**src/design/swt_pkg.sv**
```systemverilog
// package for the service window timer with clock monitor
// shared by the top module, the clock monitor and the release delay counter
package swt_pkg;

    // register byte offsets on the AXI4-Lite bus
    localparam logic [7:0] OFF_SVC = 8'h00; // service register
    localparam logic [7:0] OFF_CTRL = 8'h04; // low-power mode and oscillator bits
    localparam logic [7:0] OFF_STAT = 8'h08; // live state, pending flag (write 1 clears)
    localparam logic [7:0] OFF_COUNT = 8'h0c; // window count in instruction cycles

    // service register field layout
    localparam int SVC_WIN_MSB = 7;
    localparam int SVC_WIN_LSB = 6;
    localparam int SVC_KEY_MSB = 5;
    localparam int SVC_KEY_LSB = 1;
    localparam int SVC_CM_BIT = 0;
    localparam logic [4:0] SVC_KEY = 5'h0c; // fixed key pattern 01100

    // values taken when leaving reset
    localparam logic [1:0] WIN_RESET = 2'h3; // widest window
    localparam logic CM_EN_RESET = 1'b1; // clock monitor enabled

    // status register bit positions
    localparam int ST_WD_DRIVE = 0;
    localparam int ST_CM_FAULT = 1;
    localparam int ST_LOCKED = 2;
    localparam int ST_IDLE_PEND = 3;
    localparam int ST_PIN_LEVEL = 4;

    // window limits in instruction cycles
    localparam int CNT_W = 17; // wide enough for 65536
    localparam logic [CNT_W-1:0] LOWER_LIMIT = 17'h00800; // 2048
    localparam logic [CNT_W-1:0] UPPER_BASE = 17'h02000; // 8k, doubled per code step

    // instruction cycle derivation from the oscillator pin
    localparam logic [3:0] OSC_PER_TC = 4'ha; // oscillator edges per instruction cycle
    localparam int unsigned CLK_PERIOD_NS = 50; // 20 MHz system clock
    localparam int unsigned MON_LIMIT_NS = 1000000; // longest tolerated cycle, 1 ms
    localparam int unsigned MON_LIMIT_CLKS_DEF = MON_LIMIT_NS / CLK_PERIOD_NS;
    localparam int MON_W = 24;

    // release delay after the pin is seen low, in instruction cycles (16 to 32)
    localparam logic [5:0] RELEASE_TICKS = 6'h14;

    // idle timer: pending flag set as bit 12 toggles
    localparam int IDLE_W = 16;
    localparam logic [11:0] IDLE_WRAP = 12'hfff;

    // bus responses
    localparam logic [1:0] RESP_OKAY = 2'h0;
    localparam logic [1:0] RESP_SLVERR = 2'h2;

    // low-power mode and oscillator option bits held in the control register
    typedef struct packed {
        logic clock_delay_bit; // bit 3
        logic rc_osc; // bit 2: 1 = single-pin R/C, 0 = crystal
        logic idle; // bit 1
        logic halt; // bit 0
    } ctrl_t;

    // service-window checker states
    typedef enum logic [1:0] {
        WD_ARMED,
        WD_DRIVE,
        WD_HOLD,
        WD_WAIT_HIGH
    } wd_state_t;

endpackage : swt_pkg

```
**src/design/release_delay.sv**
```systemverilog
// release delay counter for the alarm pin
// counts instruction-cycle ticks after clear falls; idle at full count after reset
`timescale 1ns/1ps
module release_delay import swt_pkg::*; (
    input wire logic clk_i,
    input wire logic rst_i,
    input wire logic clear_i,
    input wire logic tick_i,
    output logic done_o
);

    logic [5:0] cnt_q; // ticks counted since the clear
    logic [5:0] cnt_d;

    // restart on clear, otherwise step on each tick until full
    assign cnt_d = clear_i ? 6'h00 :
                   (tick_i && cnt_q != RELEASE_TICKS) ? cnt_q + 6'h01 : cnt_q;
    assign done_o = (cnt_q == RELEASE_TICKS);

    // counter register, full after reset so nothing is driven
    always_ff @(posedge clk_i) begin
        if (rst_i) begin
            cnt_q <= RELEASE_TICKS;
        end else begin
            cnt_q <= cnt_d;
        end
    end

endmodule : release_delay

```
**src/design/tc_clock_monitor.sv**
```systemverilog
// instruction-cycle tick generator and clock frequency monitor
// expects the oscillator level already synchronous to the system clock
`timescale 1ns/1ps
module tc_clock_monitor import swt_pkg::*; #(
    parameter int unsigned LIMIT_CLKS = MON_LIMIT_CLKS_DEF
) (
    input wire logic clk_i,
    input wire logic rst_i,
    input wire logic osc_i,
    output logic tick_o,
    output logic fault_o
);

    logic osc_q; // previous oscillator level
    logic [3:0] div_q; // oscillator edges within this cycle
    logic [MON_W-1:0] gap_q; // system clocks since the last tick
    logic tick_q;
    logic fault_q;
    logic rise;
    logic tick_d;
    logic gap_full;

    assign rise = osc_i & ~osc_q;
    assign tick_d = rise && (div_q == OSC_PER_TC - 4'h1);
    assign gap_full = (gap_q == LIMIT_CLKS[MON_W-1:0]);
    assign tick_o = tick_q;
    assign fault_o = fault_q;

    // divide oscillator edges into instruction cycles
    always_ff @(posedge clk_i) begin
        if (rst_i) begin
            osc_q <= 1'b0;
            div_q <= 4'h0;
            tick_q <= 1'b0;
        end else begin
            osc_q <= osc_i;
            tick_q <= tick_d;
            if (tick_d) begin
                div_q <= 4'h0;
            end else if (rise) begin
                div_q <= div_q + 4'h1;
            end
        end
    end

    // a cycle longer than the limit is a fault; the next tick ends it
    always_ff @(posedge clk_i) begin
        if (rst_i) begin
            gap_q <= '0;
            fault_q <= 1'b0; // inhibited while in reset
        end else begin
            if (tick_q) begin
                gap_q <= '0;
                fault_q <= 1'b0; // frequency back in range
            end else if (!gap_full) begin
                gap_q <= gap_q + MON_W'(1);
            end else begin
                fault_q <= 1'b1; // slow or dead oscillator
            end
        end
    end

endmodule : tc_clock_monitor

```
**src/design/service_window_timer_clock_monitor.sv**
```systemverilog
// service window timer with clock monitor, AXI4-Lite register slave
// assumes an external pull-up on the alarm pin and a synchronous pin sense
// Operation
// - service register: window, key, monitor select fields
// - valid write needs key 01100
// - lower limit fixed at 2048 cycles
// - window code picks 8k, 16k, 32k, 64k
// - monitor select bit disables or enables checking
// - reset inhibits checker and monitor
// - leave reset with maximum window, monitor on
// - first service anywhere in first window
// - first keyed write locks settings until reset
// - later writes compare bits 7 to 1; the code also compares bit 0, the monitor select bit
// - no service before upper limit is error
// - early service before lower limit is error
// - drive low until sensed low, then delay
// - window restarts when pin returns high
// - service during active alarm is ignored
// - monitor drives pin, releases after delay
// - accept 10 kHz, reject below 10 Hz
// - key field reads as zero
// - checker off in HALT, IDLE; monitor stays
// - R/C without clock delay resumes count
// - crystal or clock delay restarts after HALT
// - IDLE exit gives hardware service
//
// Our own choices: the address map and register access over AXI4-Lite.
`timescale 1ns/1ps
module service_window_timer_clock_monitor import swt_pkg::*; #(
    parameter int unsigned MON_LIMIT_CLKS = MON_LIMIT_CLKS_DEF
) (
    input wire logic CLK_I,
    input wire logic SYS_RST_I,
    input wire logic [7:0] S_AXI_AWADDR_I,
    input wire logic S_AXI_AWVALID_I,
    output logic S_AXI_AWREADY_O,
    input wire logic [31:0] S_AXI_WDATA_I,
    input wire logic [3:0] S_AXI_WSTRB_I,
    input wire logic S_AXI_WVALID_I,
    output logic S_AXI_WREADY_O,
    output logic [1:0] S_AXI_BRESP_O,
    output logic S_AXI_BVALID_O,
    input wire logic S_AXI_BREADY_I,
    input wire logic [7:0] S_AXI_ARADDR_I,
    input wire logic S_AXI_ARVALID_I,
    output logic S_AXI_ARREADY_O,
    output logic [31:0] S_AXI_RDATA_O,
    output logic [1:0] S_AXI_RRESP_O,
    output logic S_AXI_RVALID_O,
    input wire logic S_AXI_RREADY_I,
    input wire logic CLOCK_INPUT_PIN_I,
    input wire logic ALARM_OUT_PIN_I,
    output logic ALARM_OUT_PIN_O,
    output logic ALARM_OUT_PIN_OE_N_O
);

    // decode helpers, shared by the write and read paths
    function automatic logic addr_ok(input logic [7:0] a);
        addr_ok = (a[7:4] == 4'h0) && (a[1:0] == 2'h0);
    endfunction : addr_ok

    // upper window limit from the window code, 8k shifted by the code
    function automatic logic [CNT_W-1:0] upper_lim(input logic [1:0] code);
        upper_lim = UPPER_BASE << code;
    endfunction : upper_lim

    // bus slave state
    logic aw_have_q; // write address held
    logic w_have_q; // write data held
    logic [7:0] aw_addr_q;
    logic [31:0] wdata_q;
    logic [3:0] wstrb_q;
    logic awready_q;
    logic wready_q;
    logic bvalid_q;
    logic [1:0] bresp_q;
    logic arready_q;
    logic rvalid_q;
    logic [31:0] rdata_q;
    logic [1:0] rresp_q;

    // block state
    ctrl_t ctrl_q; // low-power modes and oscillator option
    logic [1:0] win_q; // stored window code
    logic cm_en_q; // stored monitor select
    logic locked_q; // first keyed write done
    logic [CNT_W-1:0] count_q; // instruction cycles since restart
    wd_state_t state_q; // checker state
    logic halt_prev_q; // halt bit one cycle ago
    logic idle_prev_q; // idle bit one cycle ago
    logic [IDLE_W-1:0] idle_cnt_q; // free running idle timer
    logic pend_q; // idle timer pending flag
    logic pin_lvl_q; // alarm pin output level
    logic oe_n_q; // alarm pin enable, low drives

    // decoded wires
    logic tick; // one instruction cycle elapsed
    logic cm_fault; // oscillator too slow
    logic wd_done; // checker release delay over
    logic cm_done; // monitor release delay over
    logic wr_fire;
    logic wr_ok;
    logic svc_wr;
    logic ctrl_wr;
    logic stat_wr;
    logic [7:0] svc_byte;
    logic key_ok;
    logic cfg_ok;
    logic inhibit;
    logic armed;
    logic svc_take;
    logic svc_good;
    logic svc_bad;
    logic timeout;
    logic halt_exit;
    logic idle_exit;
    logic restart;
    logic wd_drive;
    logic cm_drive;
    logic pend_set;
    logic pend_clr;
    logic rd_ok;
    logic [31:0] rd_word;

    // instruction cycle source and clock monitor; halt stops the clock
    tc_clock_monitor #(
        .LIMIT_CLKS(MON_LIMIT_CLKS)
    ) u_mon (
        .clk_i(CLK_I),
        .rst_i(SYS_RST_I),
        .osc_i(CLOCK_INPUT_PIN_I & ~ctrl_q.halt),
        .tick_o(tick),
        .fault_o(cm_fault)
    );

    // checker release delay, held cleared until the pin is seen low
    release_delay u_wd_rel (
        .clk_i(CLK_I),
        .rst_i(SYS_RST_I),
        .clear_i(state_q == WD_DRIVE),
        .tick_i(tick),
        .done_o(wd_done)
    );

    // monitor release delay, held cleared while the fault lasts
    release_delay u_cm_rel (
        .clk_i(CLK_I),
        .rst_i(SYS_RST_I),
        .clear_i(cm_fault),
        .tick_i(tick),
        .done_o(cm_done)
    );

    // write decode: one write at a time, once address and data are both held
    assign wr_fire = aw_have_q & w_have_q & ~bvalid_q;
    assign wr_ok = addr_ok(aw_addr_q);
    assign svc_wr = wr_fire && wr_ok && aw_addr_q == OFF_SVC && wstrb_q[0];
    assign ctrl_wr = wr_fire && wr_ok && aw_addr_q == OFF_CTRL && wstrb_q[0];
    assign stat_wr = wr_fire && wr_ok && aw_addr_q == OFF_STAT && wstrb_q[0];
    assign svc_byte = wdata_q[7:0];

    // service write checks
    assign key_ok = (svc_byte[SVC_KEY_MSB:SVC_KEY_LSB] == SVC_KEY);
    assign cfg_ok = key_ok && svc_byte[SVC_WIN_MSB:SVC_WIN_LSB] == win_q
                    && svc_byte[SVC_CM_BIT] == cm_en_q;
    assign inhibit = ctrl_q.halt | ctrl_q.idle;
    assign armed = (state_q == WD_ARMED);
    assign svc_take = svc_wr & armed & ~inhibit; // ignored while alarm active
    // first service only needs the key and may come early
    assign svc_good = locked_q ? (cfg_ok && count_q >= LOWER_LIMIT) : key_ok;
    assign svc_bad = svc_take & ~svc_good;
    assign timeout = armed && !inhibit && count_q >= upper_lim(win_q);

    // low-power exits
    assign halt_exit = halt_prev_q & ~ctrl_q.halt;
    assign idle_exit = idle_prev_q & ~ctrl_q.idle;

    // window restart sources
    assign restart = (svc_take & svc_good)
                     | idle_exit // hardware service
                     | (halt_exit & ~(ctrl_q.rc_osc & ~ctrl_q.clock_delay_bit))
                     | (state_q == WD_WAIT_HIGH && ALARM_OUT_PIN_I);

    // pin drive requests
    assign wd_drive = (state_q == WD_DRIVE) || (state_q == WD_HOLD);
    assign cm_drive = cm_en_q & (cm_fault | ~cm_done);

    // idle timer pending flag, set wins over a clear in the same cycle
    assign pend_set = tick && idle_cnt_q[11:0] == IDLE_WRAP;
    assign pend_clr = stat_wr && wdata_q[ST_IDLE_PEND];

    // read data selection
    assign rd_ok = addr_ok(S_AXI_ARADDR_I);
    assign rd_word = (S_AXI_ARADDR_I == OFF_SVC) ? {24'h0, win_q, 5'h00, cm_en_q} :
                     (S_AXI_ARADDR_I == OFF_CTRL) ? {28'h0, ctrl_q} :
                     (S_AXI_ARADDR_I == OFF_STAT) ? {27'h0, ALARM_OUT_PIN_I, pend_q,
                                                     locked_q, cm_fault, wd_drive} :
                     {15'h0, count_q};

    // write address and data channels, taken in either order
    always_ff @(posedge CLK_I) begin
        if (SYS_RST_I) begin
            aw_have_q <= 1'b0;
            w_have_q <= 1'b0;
            awready_q <= 1'b0;
            wready_q <= 1'b0;
            aw_addr_q <= 8'h00;
            wdata_q <= 32'h0;
            wstrb_q <= 4'h0;
        end else begin
            // ready is a one-cycle pulse offered to a waiting valid
            awready_q <= S_AXI_AWVALID_I & ~awready_q & ~aw_have_q & ~bvalid_q;
            wready_q <= S_AXI_WVALID_I & ~wready_q & ~w_have_q & ~bvalid_q;
            if (S_AXI_AWVALID_I && awready_q) begin
                aw_have_q <= 1'b1;
                aw_addr_q <= S_AXI_AWADDR_I;
            end else if (wr_fire) begin
                aw_have_q <= 1'b0;
            end
            if (S_AXI_WVALID_I && wready_q) begin
                w_have_q <= 1'b1;
                wdata_q <= S_AXI_WDATA_I;
                wstrb_q <= S_AXI_WSTRB_I;
            end else if (wr_fire) begin
                w_have_q <= 1'b0;
            end
        end
    end

    // write response follows both halves
    always_ff @(posedge CLK_I) begin
        if (SYS_RST_I) begin
            bvalid_q <= 1'b0;
            bresp_q <= RESP_OKAY;
        end else if (wr_fire) begin
            bvalid_q <= 1'b1;
            bresp_q <= wr_ok ? RESP_OKAY : RESP_SLVERR; // unmapped address
        end else if (S_AXI_BREADY_I) begin
            bvalid_q <= 1'b0;
        end
    end

    // read channel: data one cycle after the address is taken
    always_ff @(posedge CLK_I) begin
        if (SYS_RST_I) begin
            arready_q <= 1'b0;
            rvalid_q <= 1'b0;
            rdata_q <= 32'h0;
            rresp_q <= RESP_OKAY;
        end else begin
            arready_q <= S_AXI_ARVALID_I & ~arready_q & ~rvalid_q;
            if (S_AXI_ARVALID_I && arready_q) begin
                rvalid_q <= 1'b1;
                rdata_q <= rd_ok ? rd_word : 32'h0;
                rresp_q <= rd_ok ? RESP_OKAY : RESP_SLVERR;
            end else if (S_AXI_RREADY_I) begin
                rvalid_q <= 1'b0;
            end
        end
    end

    // control register and mode edge history
    always_ff @(posedge CLK_I) begin
        if (SYS_RST_I) begin
            ctrl_q <= '0;
            halt_prev_q <= 1'b0;
            idle_prev_q <= 1'b0;
        end else begin
            halt_prev_q <= ctrl_q.halt;
            idle_prev_q <= ctrl_q.idle;
            if (ctrl_wr) begin
                ctrl_q <= ctrl_t'(wdata_q[3:0]);
            end
        end
    end

    // stored settings, loaded only by the first keyed write
    always_ff @(posedge CLK_I) begin
        if (SYS_RST_I) begin
            win_q <= WIN_RESET;
            cm_en_q <= CM_EN_RESET;
            locked_q <= 1'b0;
        end else if (svc_take && !locked_q && key_ok) begin
            win_q <= svc_byte[SVC_WIN_MSB:SVC_WIN_LSB];
            cm_en_q <= svc_byte[SVC_CM_BIT];
            locked_q <= 1'b1;
        end
    end

    // window count in instruction cycles, frozen while inhibited
    always_ff @(posedge CLK_I) begin
        if (SYS_RST_I) begin
            count_q <= '0;
        end else if (restart) begin
            count_q <= '0;
        end else if (armed && !inhibit && tick && !timeout) begin
            count_q <= count_q + CNT_W'(1); // resumes after halt when kept
        end
    end

    // checker state: error, drive until sensed low, hold, wait for high
    always_ff @(posedge CLK_I) begin
        if (SYS_RST_I) begin
            state_q <= WD_ARMED;
        end else begin
            case (state_q)
                WD_ARMED: begin
                    if (svc_bad || timeout) begin
                        state_q <= WD_DRIVE;
                    end
                end
                WD_DRIVE: begin
                    if (!ALARM_OUT_PIN_I) begin
                        state_q <= WD_HOLD;
                    end
                end
                WD_HOLD: begin
                    if (wd_done) begin
                        state_q <= WD_WAIT_HIGH;
                    end
                end
                WD_WAIT_HIGH: begin
                    if (ALARM_OUT_PIN_I) begin
                        state_q <= WD_ARMED;
                    end
                end
                default: begin
                    state_q <= WD_ARMED;
                end
            endcase
        end
    end

    // idle timer and its pending flag
    always_ff @(posedge CLK_I) begin
        if (SYS_RST_I) begin
            idle_cnt_q <= '0;
            pend_q <= 1'b0;
        end else begin
            if (tick) begin
                idle_cnt_q <= idle_cnt_q + IDLE_W'(1);
            end
            if (pend_set) begin
                pend_q <= 1'b1;
            end else if (pend_clr) begin
                pend_q <= 1'b0;
            end
        end
    end

    // open-drain alarm pin: level always low, enable low while driving
    always_ff @(posedge CLK_I) begin
        if (SYS_RST_I) begin
            pin_lvl_q <= 1'b0;
            oe_n_q <= 1'b1; // released during reset
        end else begin
            pin_lvl_q <= 1'b0;
            oe_n_q <= ~(wd_drive | cm_drive);
        end
    end

    // outputs straight from flip-flops
    assign S_AXI_AWREADY_O = awready_q;
    assign S_AXI_WREADY_O = wready_q;
    assign S_AXI_BVALID_O = bvalid_q;
    assign S_AXI_BRESP_O = bresp_q;
    assign S_AXI_ARREADY_O = arready_q;
    assign S_AXI_RVALID_O = rvalid_q;
    assign S_AXI_RDATA_O = rdata_q;
    assign S_AXI_RRESP_O = rresp_q;
    assign ALARM_OUT_PIN_O = pin_lvl_q;
    assign ALARM_OUT_PIN_OE_N_O = oe_n_q;

endmodule : service_window_timer_clock_monitor

```
**config.mk**
```make
export PLATFORM = sky130hd
export DESIGN_NAME = service_window_timer_clock_monitor
export DESIGN_NICKNAME = d
export VERILOG_FILES = /design/src/design/swt_pkg.sv /design/src/design/release_delay.sv /design/src/design/tc_clock_monitor.sv /design/src/design/service_window_timer_clock_monitor.sv
export SDC_FILE = /design/constraint.sdc
export NUM_CORES = 1
export LEC_CHECK = 0
export ABC_AREA = 1
export CORE_UTILIZATION = 65
export CTS_CLUSTER_DIAMETER = 100
export DETAILED_ROUTE_END_ITERATION = 7
export DONT_BUFFER_PORTS = 1
export GPL_TIMING_DRIVEN = 0
export PLACE_DENSITY = 0.79
export SYNTH_ARGS = -nofsm -noshare
export SYNTH_HDL_FRONTEND = slang
export SYNTH_SLANG_ARGS = --single-unit
```
**constraint.sdc**
```tcl
create_clock -name CLK_I -period 3.72 [get_ports CLK_I]
set_clock_uncertainty 0.2 [all_clocks]
set_input_delay 0.558 -clock CLK_I [delete_from_list [all_inputs] [get_ports CLK_I]]
set_output_delay 0.558 -clock CLK_I [all_outputs]
set_load 0.05 [all_outputs]
```
Word level (Yosys, flattened, before mapping)
Cells that the tools add are included.
{"block": "totals", "register_bits": 150, "latchBits": 0, "ram_bits": 0, "mem_bits_ro": 0, "inputBits": 61, "output_inout_bits": 43, "word_cells": 186, "n_memories": 0}
{"block": "op_classes", "addsub": 6, "n_mul": 0, "div": 0, "magnitude_cmp": 2, "eq_ne": 21, "shifts": 1, "mux": 25, "bitwise_logic": 43, "reduce_logical": 52}
{"operator": "$mux 17", "n": 4}
{"operator": "$logic_and 1x1->1", "n": 27}
{"operator": "$add 24x1->24 const B", "n": 1}
{"operator": "$eq 24x15->1 const B", "n": 1}
{"operator": "$and 1x1->1", "n": 21}
{"operator": "$mux 5", "n": 4}
{"operator": "$add 17x1->17 const B", "n": 1}
{"operator": "$ge 17x12->1 const B", "n": 1}
{"operator": "$ge 17x17->1", "n": 1}
{"operator": "$shl 14x2->17 const A", "n": 1}
{"operator": "$add 16x1->16 const B", "n": 1}
{"operator": "$eq 8x3->1 const B", "n": 2}
{"operator": "$eq 8x4->1 const B", "n": 2}
{"operator": "$logic_not 8->1", "n": 2}
{"operator": "$not 1->1", "n": 16}
{"operator": "$reduce_bool 2->1", "n": 7}
{"operator": "$add 6x1->6 const B", "n": 2}
{"operator": "$eq 12x12->1 const B", "n": 1}
{"operator": "$eq 6x5->1 const B", "n": 2}
{"operator": "$mux 2", "n": 6}
{"operator": "$ne 6x5->1 const B", "n": 2}
{"operator": "$mux 1", "n": 10}
{"operator": "$reduce_or 2->1", "n": 5}
{"operator": "$logic_not 4->1", "n": 2}
{"operator": "other kinds (15)", "n": 28}

Logic depth before layout (Yosys ltp)
{"block": "depth", "word_depth": 12, "mapped_depth": 14, "ltp_nobuf": 14}

By module
A second synthesis with hierarchy kept.
{"block": "unflattened", "hier_cells": 982, "hier_area_um2": 6831.6}
{"mod": "service_window_timer_clock_monitor", "n_inst": 1, "cells_per_inst": 603, "area_each_um2": 4306.6, "seq_area_each_um2": 1721.7}
{"mod": "tc_clock_monitor", "n_inst": 1, "cells_per_inst": 265, "area_each_um2": 1734.2, "seq_area_each_um2": 620.6}
{"mod": "release_delay", "n_inst": 2, "cells_per_inst": 57, "area_each_um2": 395.4, "seq_area_each_um2": 120.1}

Worst setup path after synthesis
No wires, ideal clock.
{"block": "synth_timing", "path_kind": "register to register", "from": "register win_q[0]", "to": "register count_q[4]", "arrival_time_ps": 1669, "t_required_ps": 3388, "slack_ps": 1720, "path_stages_with_launch": 14, "path_buffers": 1, "period_less_slack_ps": 2000, "path_cell_list": "dfxtp_1 -> nand2_1 -> ha_1 -> nand2_1 -> inv_1 -> nand2_1 -> nand2_1 -> nor2_2 -> nand3_2 -> nor2_8 -> inv_4 -> buf_6 -> nand2_1 -> a21oi_2"}
{"block": "synth_between", "elab_chain_len": 10, "elab_cells_between_ends": 15}
{"element": "from (decl)", "line_no": "service_window_timer_clock_monitor.sv:84", "text": "logic [1:0] win_q;"}
{"element": "from (signal assigned)", "line_no": "service_window_timer_clock_monitor.sv:284", "text": "win_q <= svc_byte[SVC_WIN_MSB:SVC_WIN_LSB];"}
{"element": "parallel branches: the longest is 10 deep, another holds $ge 17x17->1"}
{"element": "to (signal assigned)", "line_no": "service_window_timer_clock_monitor.sv:297", "text": "count_q <= count_q + CNT_W'(1);"}
{"element": "to (decl)", "line_no": "service_window_timer_clock_monitor.sv:87", "text": "logic [CNT_W-1:0] count_q;"}
Several ways; the timed one is not identified.
A chain may end at the register's enable or synchronous reset.

Worst setup path in the final report
{"block": "layout_timing", "from": "register win_q[1]", "to": "register count_q[5]"}
Same word-level chain as after synthesis.

==> flow_metrics.env <==
export IMPL_outcome="finished clean"
export IMPL_slew_violations=0
export IMPL_grtUsageTotal_pct=29.9
export IMPL_cpMaxStageDelayCell="dfxtp_1"
export IMPL_route_detailed_vias_per_inst=5.36
export IMPL_drt_first_iter_violations=278
export IMPL_slew_at_the_pin_with_the_worst_max_slew_slack_ns=0.646
export IMPL_synthesis_instances=881
export IMPL_cpMostUsedCell="nand2_1"
export IMPL_floorplan_io_pins=104
export IMPL_worst_ep_required_time_ns=3.91
export IMPL_ff2ff_path_depth=14
export IMPL_unrepaired_setup_endpoints_after_global_routing="no"
export IMPL_wire_per_inst_um=13.5
export IMPL_hold_viol=0
export IMPL_worst_skew_pair_late_latency_ns=0.52
export IMPL_setup_tns_final_ns=0
export IMPL_cts_setup_buffers=0
export IMPL_synth_top_area_share_pct=40.2
export IMPL_post_route_min_period_ns=2.28
export IMPL_layout_cells_most_common="nand2_1"
export IMPL_worst_hold_path_num_cells=2
export IMPL_cts_inserted_buffers=17
export IMPL_area_growth_pct=13.6
export IMPL_critical_path_cell_chain="inv_1 -> nand2_1 -> ha_1 -> nand2_1 -> nand2_1 -> nand2_1 -> nand2_1 -> nor2_2 -> nand3_2 -> nor2_8 -> inv_4 -> buf_6 -> nand2_1 -> a21oi_2"
export IMPL_drt_pass1_iterations=5
export IMPL_max_stage_delay_ns=0.47
export IMPL_placed_cells=1027
export IMPL_multi_input_gate_area_um2=3200
export IMPL_r2r_setup_slack_ns=1.44
export IMPL_layout_common_cells="174 x nand2_1, 129 x dfxtp_1, 102 x inv_1"
export IMPL_antenna_violating_nets_post_route=0
export IMPL_rows=35
export IMPL_first_global_vias=5321
export IMPL_grt_overflow_total=0
export IMPL_htree_levels=4
export IMPL_finalWeightedCongestion=0.928
export IMPL_clock_fmax_mhz=439
export IMPL_powerDensity_nw_per_um2=456
export IMPL_clock_tree_root_cell="clkbuf_8"
export IMPL_max_clock_path_buffers=2
export IMPL_yosysUniqueCellTypes=48
export IMPL_cp_start_kind="flip-flop"
export IMPL_die_w_um=101
export IMPL_max_slew_margin_pct=56.9
export IMPL_peakVddDrop_mv=0.290
export IMPL_period_utilization_post_route_pct=61.3
export IMPL_synth_avg_cell_area_um2=7.29
export IMPL_clock_sinks=129
export IMPL_num_nets_final=1007
export IMPL_r2r_end="count_q[5]$_SDFFE_PP0P_"
export IMPL_postSynthRegisterBits=129
export IMPL_drcViolationCount=0
export IMPL_min_delay_path_class="input pin to flip-flop"
export IMPL_fill_cell_count=736
export IMPL_diodes=0
export IMPL_timing_critical_path_arrival_ns=2.47
export IMPL_cts_tree="built"
export IMPL_grt_pass1_wl_um=23900
export IMPL_buffer_ports_inserted=0
export IMPL_worstPathMaxFanout=10
export IMPL_end_point_of_the_most_critical_hold_path="aw_addr_q[5]$_SDFFE_PP0P_"
export IMPL_yosys_warnings=0
export IMPL_routed_via_count=5727
export IMPL_largest_net_degree_at_the_start_of_global_routing=17
export IMPL_cts_reportedPaths_clkPinSlew_ns=0.07
export IMPL_post_route_cells_drive_above_1_share_pct=12.0
export IMPL_final_cells=1068
export IMPL_worst_setup_path_type="flip-flop to flip-flop"
export IMPL_antenna_found_initial=0
export IMPL_route_final_wire_length_um=14500
export IMPL_chipHeight_um=101
export IMPL_die_area_um2=10300
export IMPL_core_region_area_um2=9420
export IMPL_leakage_power_summed_over_all_cells_nw=2.99
export IMPL_count_of_endpoints_failing_setup_in_the_final_report=0
export IMPL_timing_hold_worst_start="S_AXI_AWADDR_I[5]"
export IMPL_synth_area_leaders="dfxtp_1 40%, nand2_1 10%, inv_1 6.0%"
export IMPL_netlist_area_um2=6420
export IMPL_setup_worst_path_end_class="flip-flop"
export IMPL_sequential_cell_area_um2=2580
export IMPL_initial_utilization_pct=68.2
export IMPL_max_cap_violations=0
export IMPL_critical_path_reg2reg_startpoint="win_q[1]$_SDFFE_PP1P_"
export IMPL_detailedPlacementHpwl_um=10500
export IMPL_post_synth_top_area_cell="dfxtp_1"
export IMPL_seq_area_frac_synth_pct=40.2
==> cells in the mapped netlist, drive strengths merged <==
master and count:
dfxtp 129, o211ai 6, nand3 43, or2 3, nand2 186, mux2 1, xnor2 8, nand4 19
a21o 1, nor2b 1, o31ai 2, o2111ai 2, inv 112, o21ai 54, buf 29, o22ai 1
xor2 13, o21bai 1, o21a 3, nor3b 3, conb 1, nor2 108, nor4 5, nand3b 2
nor3 23, a21oi 87, a211oi 4, clkbuf 13, ha 20, o41ai 1
==> sequential cells by signal (all words and copies together), names as in the netlist, 2 cells and up <==
register / count
aw_addr_q: 8
u_wd_rel.cnt_q: 6
u_mon.div_q: 4
win_q: 2
wdata_q: 8
idle_cnt_q: 12
u_mon.gap_q: 24
state_q: 2
ctrl_q: 4
S_AXI_RDATA_O: 17
u_cm_rel.cnt_q: 6
count_q: 17
==> per-stage QoR <==
stage / power [W] / utilization, % / hold WS, ns / area [um2] / setup WS, ns
2_1_floorplan: 0.00173 / - / 0.219 / 6490 / 1.72
5_1_grt: 0.00345 / 77.5 / 0.00684 / 7300 / 1.27
6_report: 0.00333 / 77.5 / 0.00776 / 7300 / 1.44
4_1_cts: 0.00334 / 77.5 / 0.00264 / 7300 / 1.44
3_5_place_dp: 0.00179 / 70.6 / 0.245 / 6650 / 1.30
3_3_place_gp: 0.00178 / 70.6 / 0.234 / 6650 / 1.37
==> cells by family (layout without fill, tap and decap cells) <==
group	count (synthesis)	in the layout	share of synthesized area, %
other cells	1	18	0.0584
flops	129	129	40.2
buf+inv	154	195	11.0
mux	1	1	0.175
xor+xnor	21	21	2.86
simple gates	393	393	27.2
compound gates	162	162	14.6
fa+ha+maj	20	20	3.90
==> layer usage <==
metal / share of wire (%) / global-route usage (%) / vias up
li1: - / - / 2922
met4: 1.5 / 12.0 / 0
met3: 6.9 / 6.14 / 22
met2: 49 / 51.8 / 178
met1: 43 / 36.2 / 2605
met5: 0 / 0 / -
==> area by class of cell <==
class | count | area share [%]
Timing Repair Buffer | 9 | 1.23
Tap cell | 129 | 2.21
Clock buffer | 19 | 6.05
Clock inverter | 13 | 1.59
Sequential cell | 129 | 35.4
Buffer | 42 | 3.89
Multi-Input combinational cell | 615 | 43.8
Inverter | 112 | 5.80
==> power by group <==
group / switching [W] / total (W) / leakage, nW / internal, W
Combinational: 0.000204 / 0.000308 / 1.67 / 0.000104
Sequential: 0.0000514 / 0.00147 / 1.04 / 0.00142
Clock: 0.000670 / 0.00155 / 0.271 / 0.000878
==> critical path, delay by kind of cell, from the launching register on <==
| kind | cells | cell delay [ns] |
|---|---|---|
| compound gates | 1 | 0.05 |
| fa+ha+maj | 1 | 0.25 |
| simple gates | 9 | 0.82 |
| flops | 1 | 0.47 |
| buf+inv | 3 | 0.33 |
==> repair_timing <==
item,4_1_cts,5_1_grt
hold endpoints to repair,9,0
hold buffers,9,0
endpoints found under the setup margin,0,0
gates resized for setup,0,0
==> worst max-delay path by stage <==
stage,from,to,slack (ns),depth (start not counted)
final,win_q[1]$_SDFFE_PP1P_,count_q[5]$_SDFFE_PP0P_,1.44,14
after floorplan,win_q[0]$_SDFFE_PP1P_,count_q[4]$_SDFFE_PP0P_,1.72,13
after detailed placement,SYS_RST_I,win_q[0]$_SDFFE_PP1P_,1.30,5
after global placement,SYS_RST_I,win_q[1]$_SDFFE_PP1P_,1.37,5
after CTS,win_q[1]$_SDFFE_PP1P_,count_q[5]$_SDFFE_PP0P_,1.44,14
after global routing,win_q[1]$_SDFFE_PP1P_,count_q[6]$_SDFFE_PP0P_,1.27,14
Power figures use the tool's default switching activity.
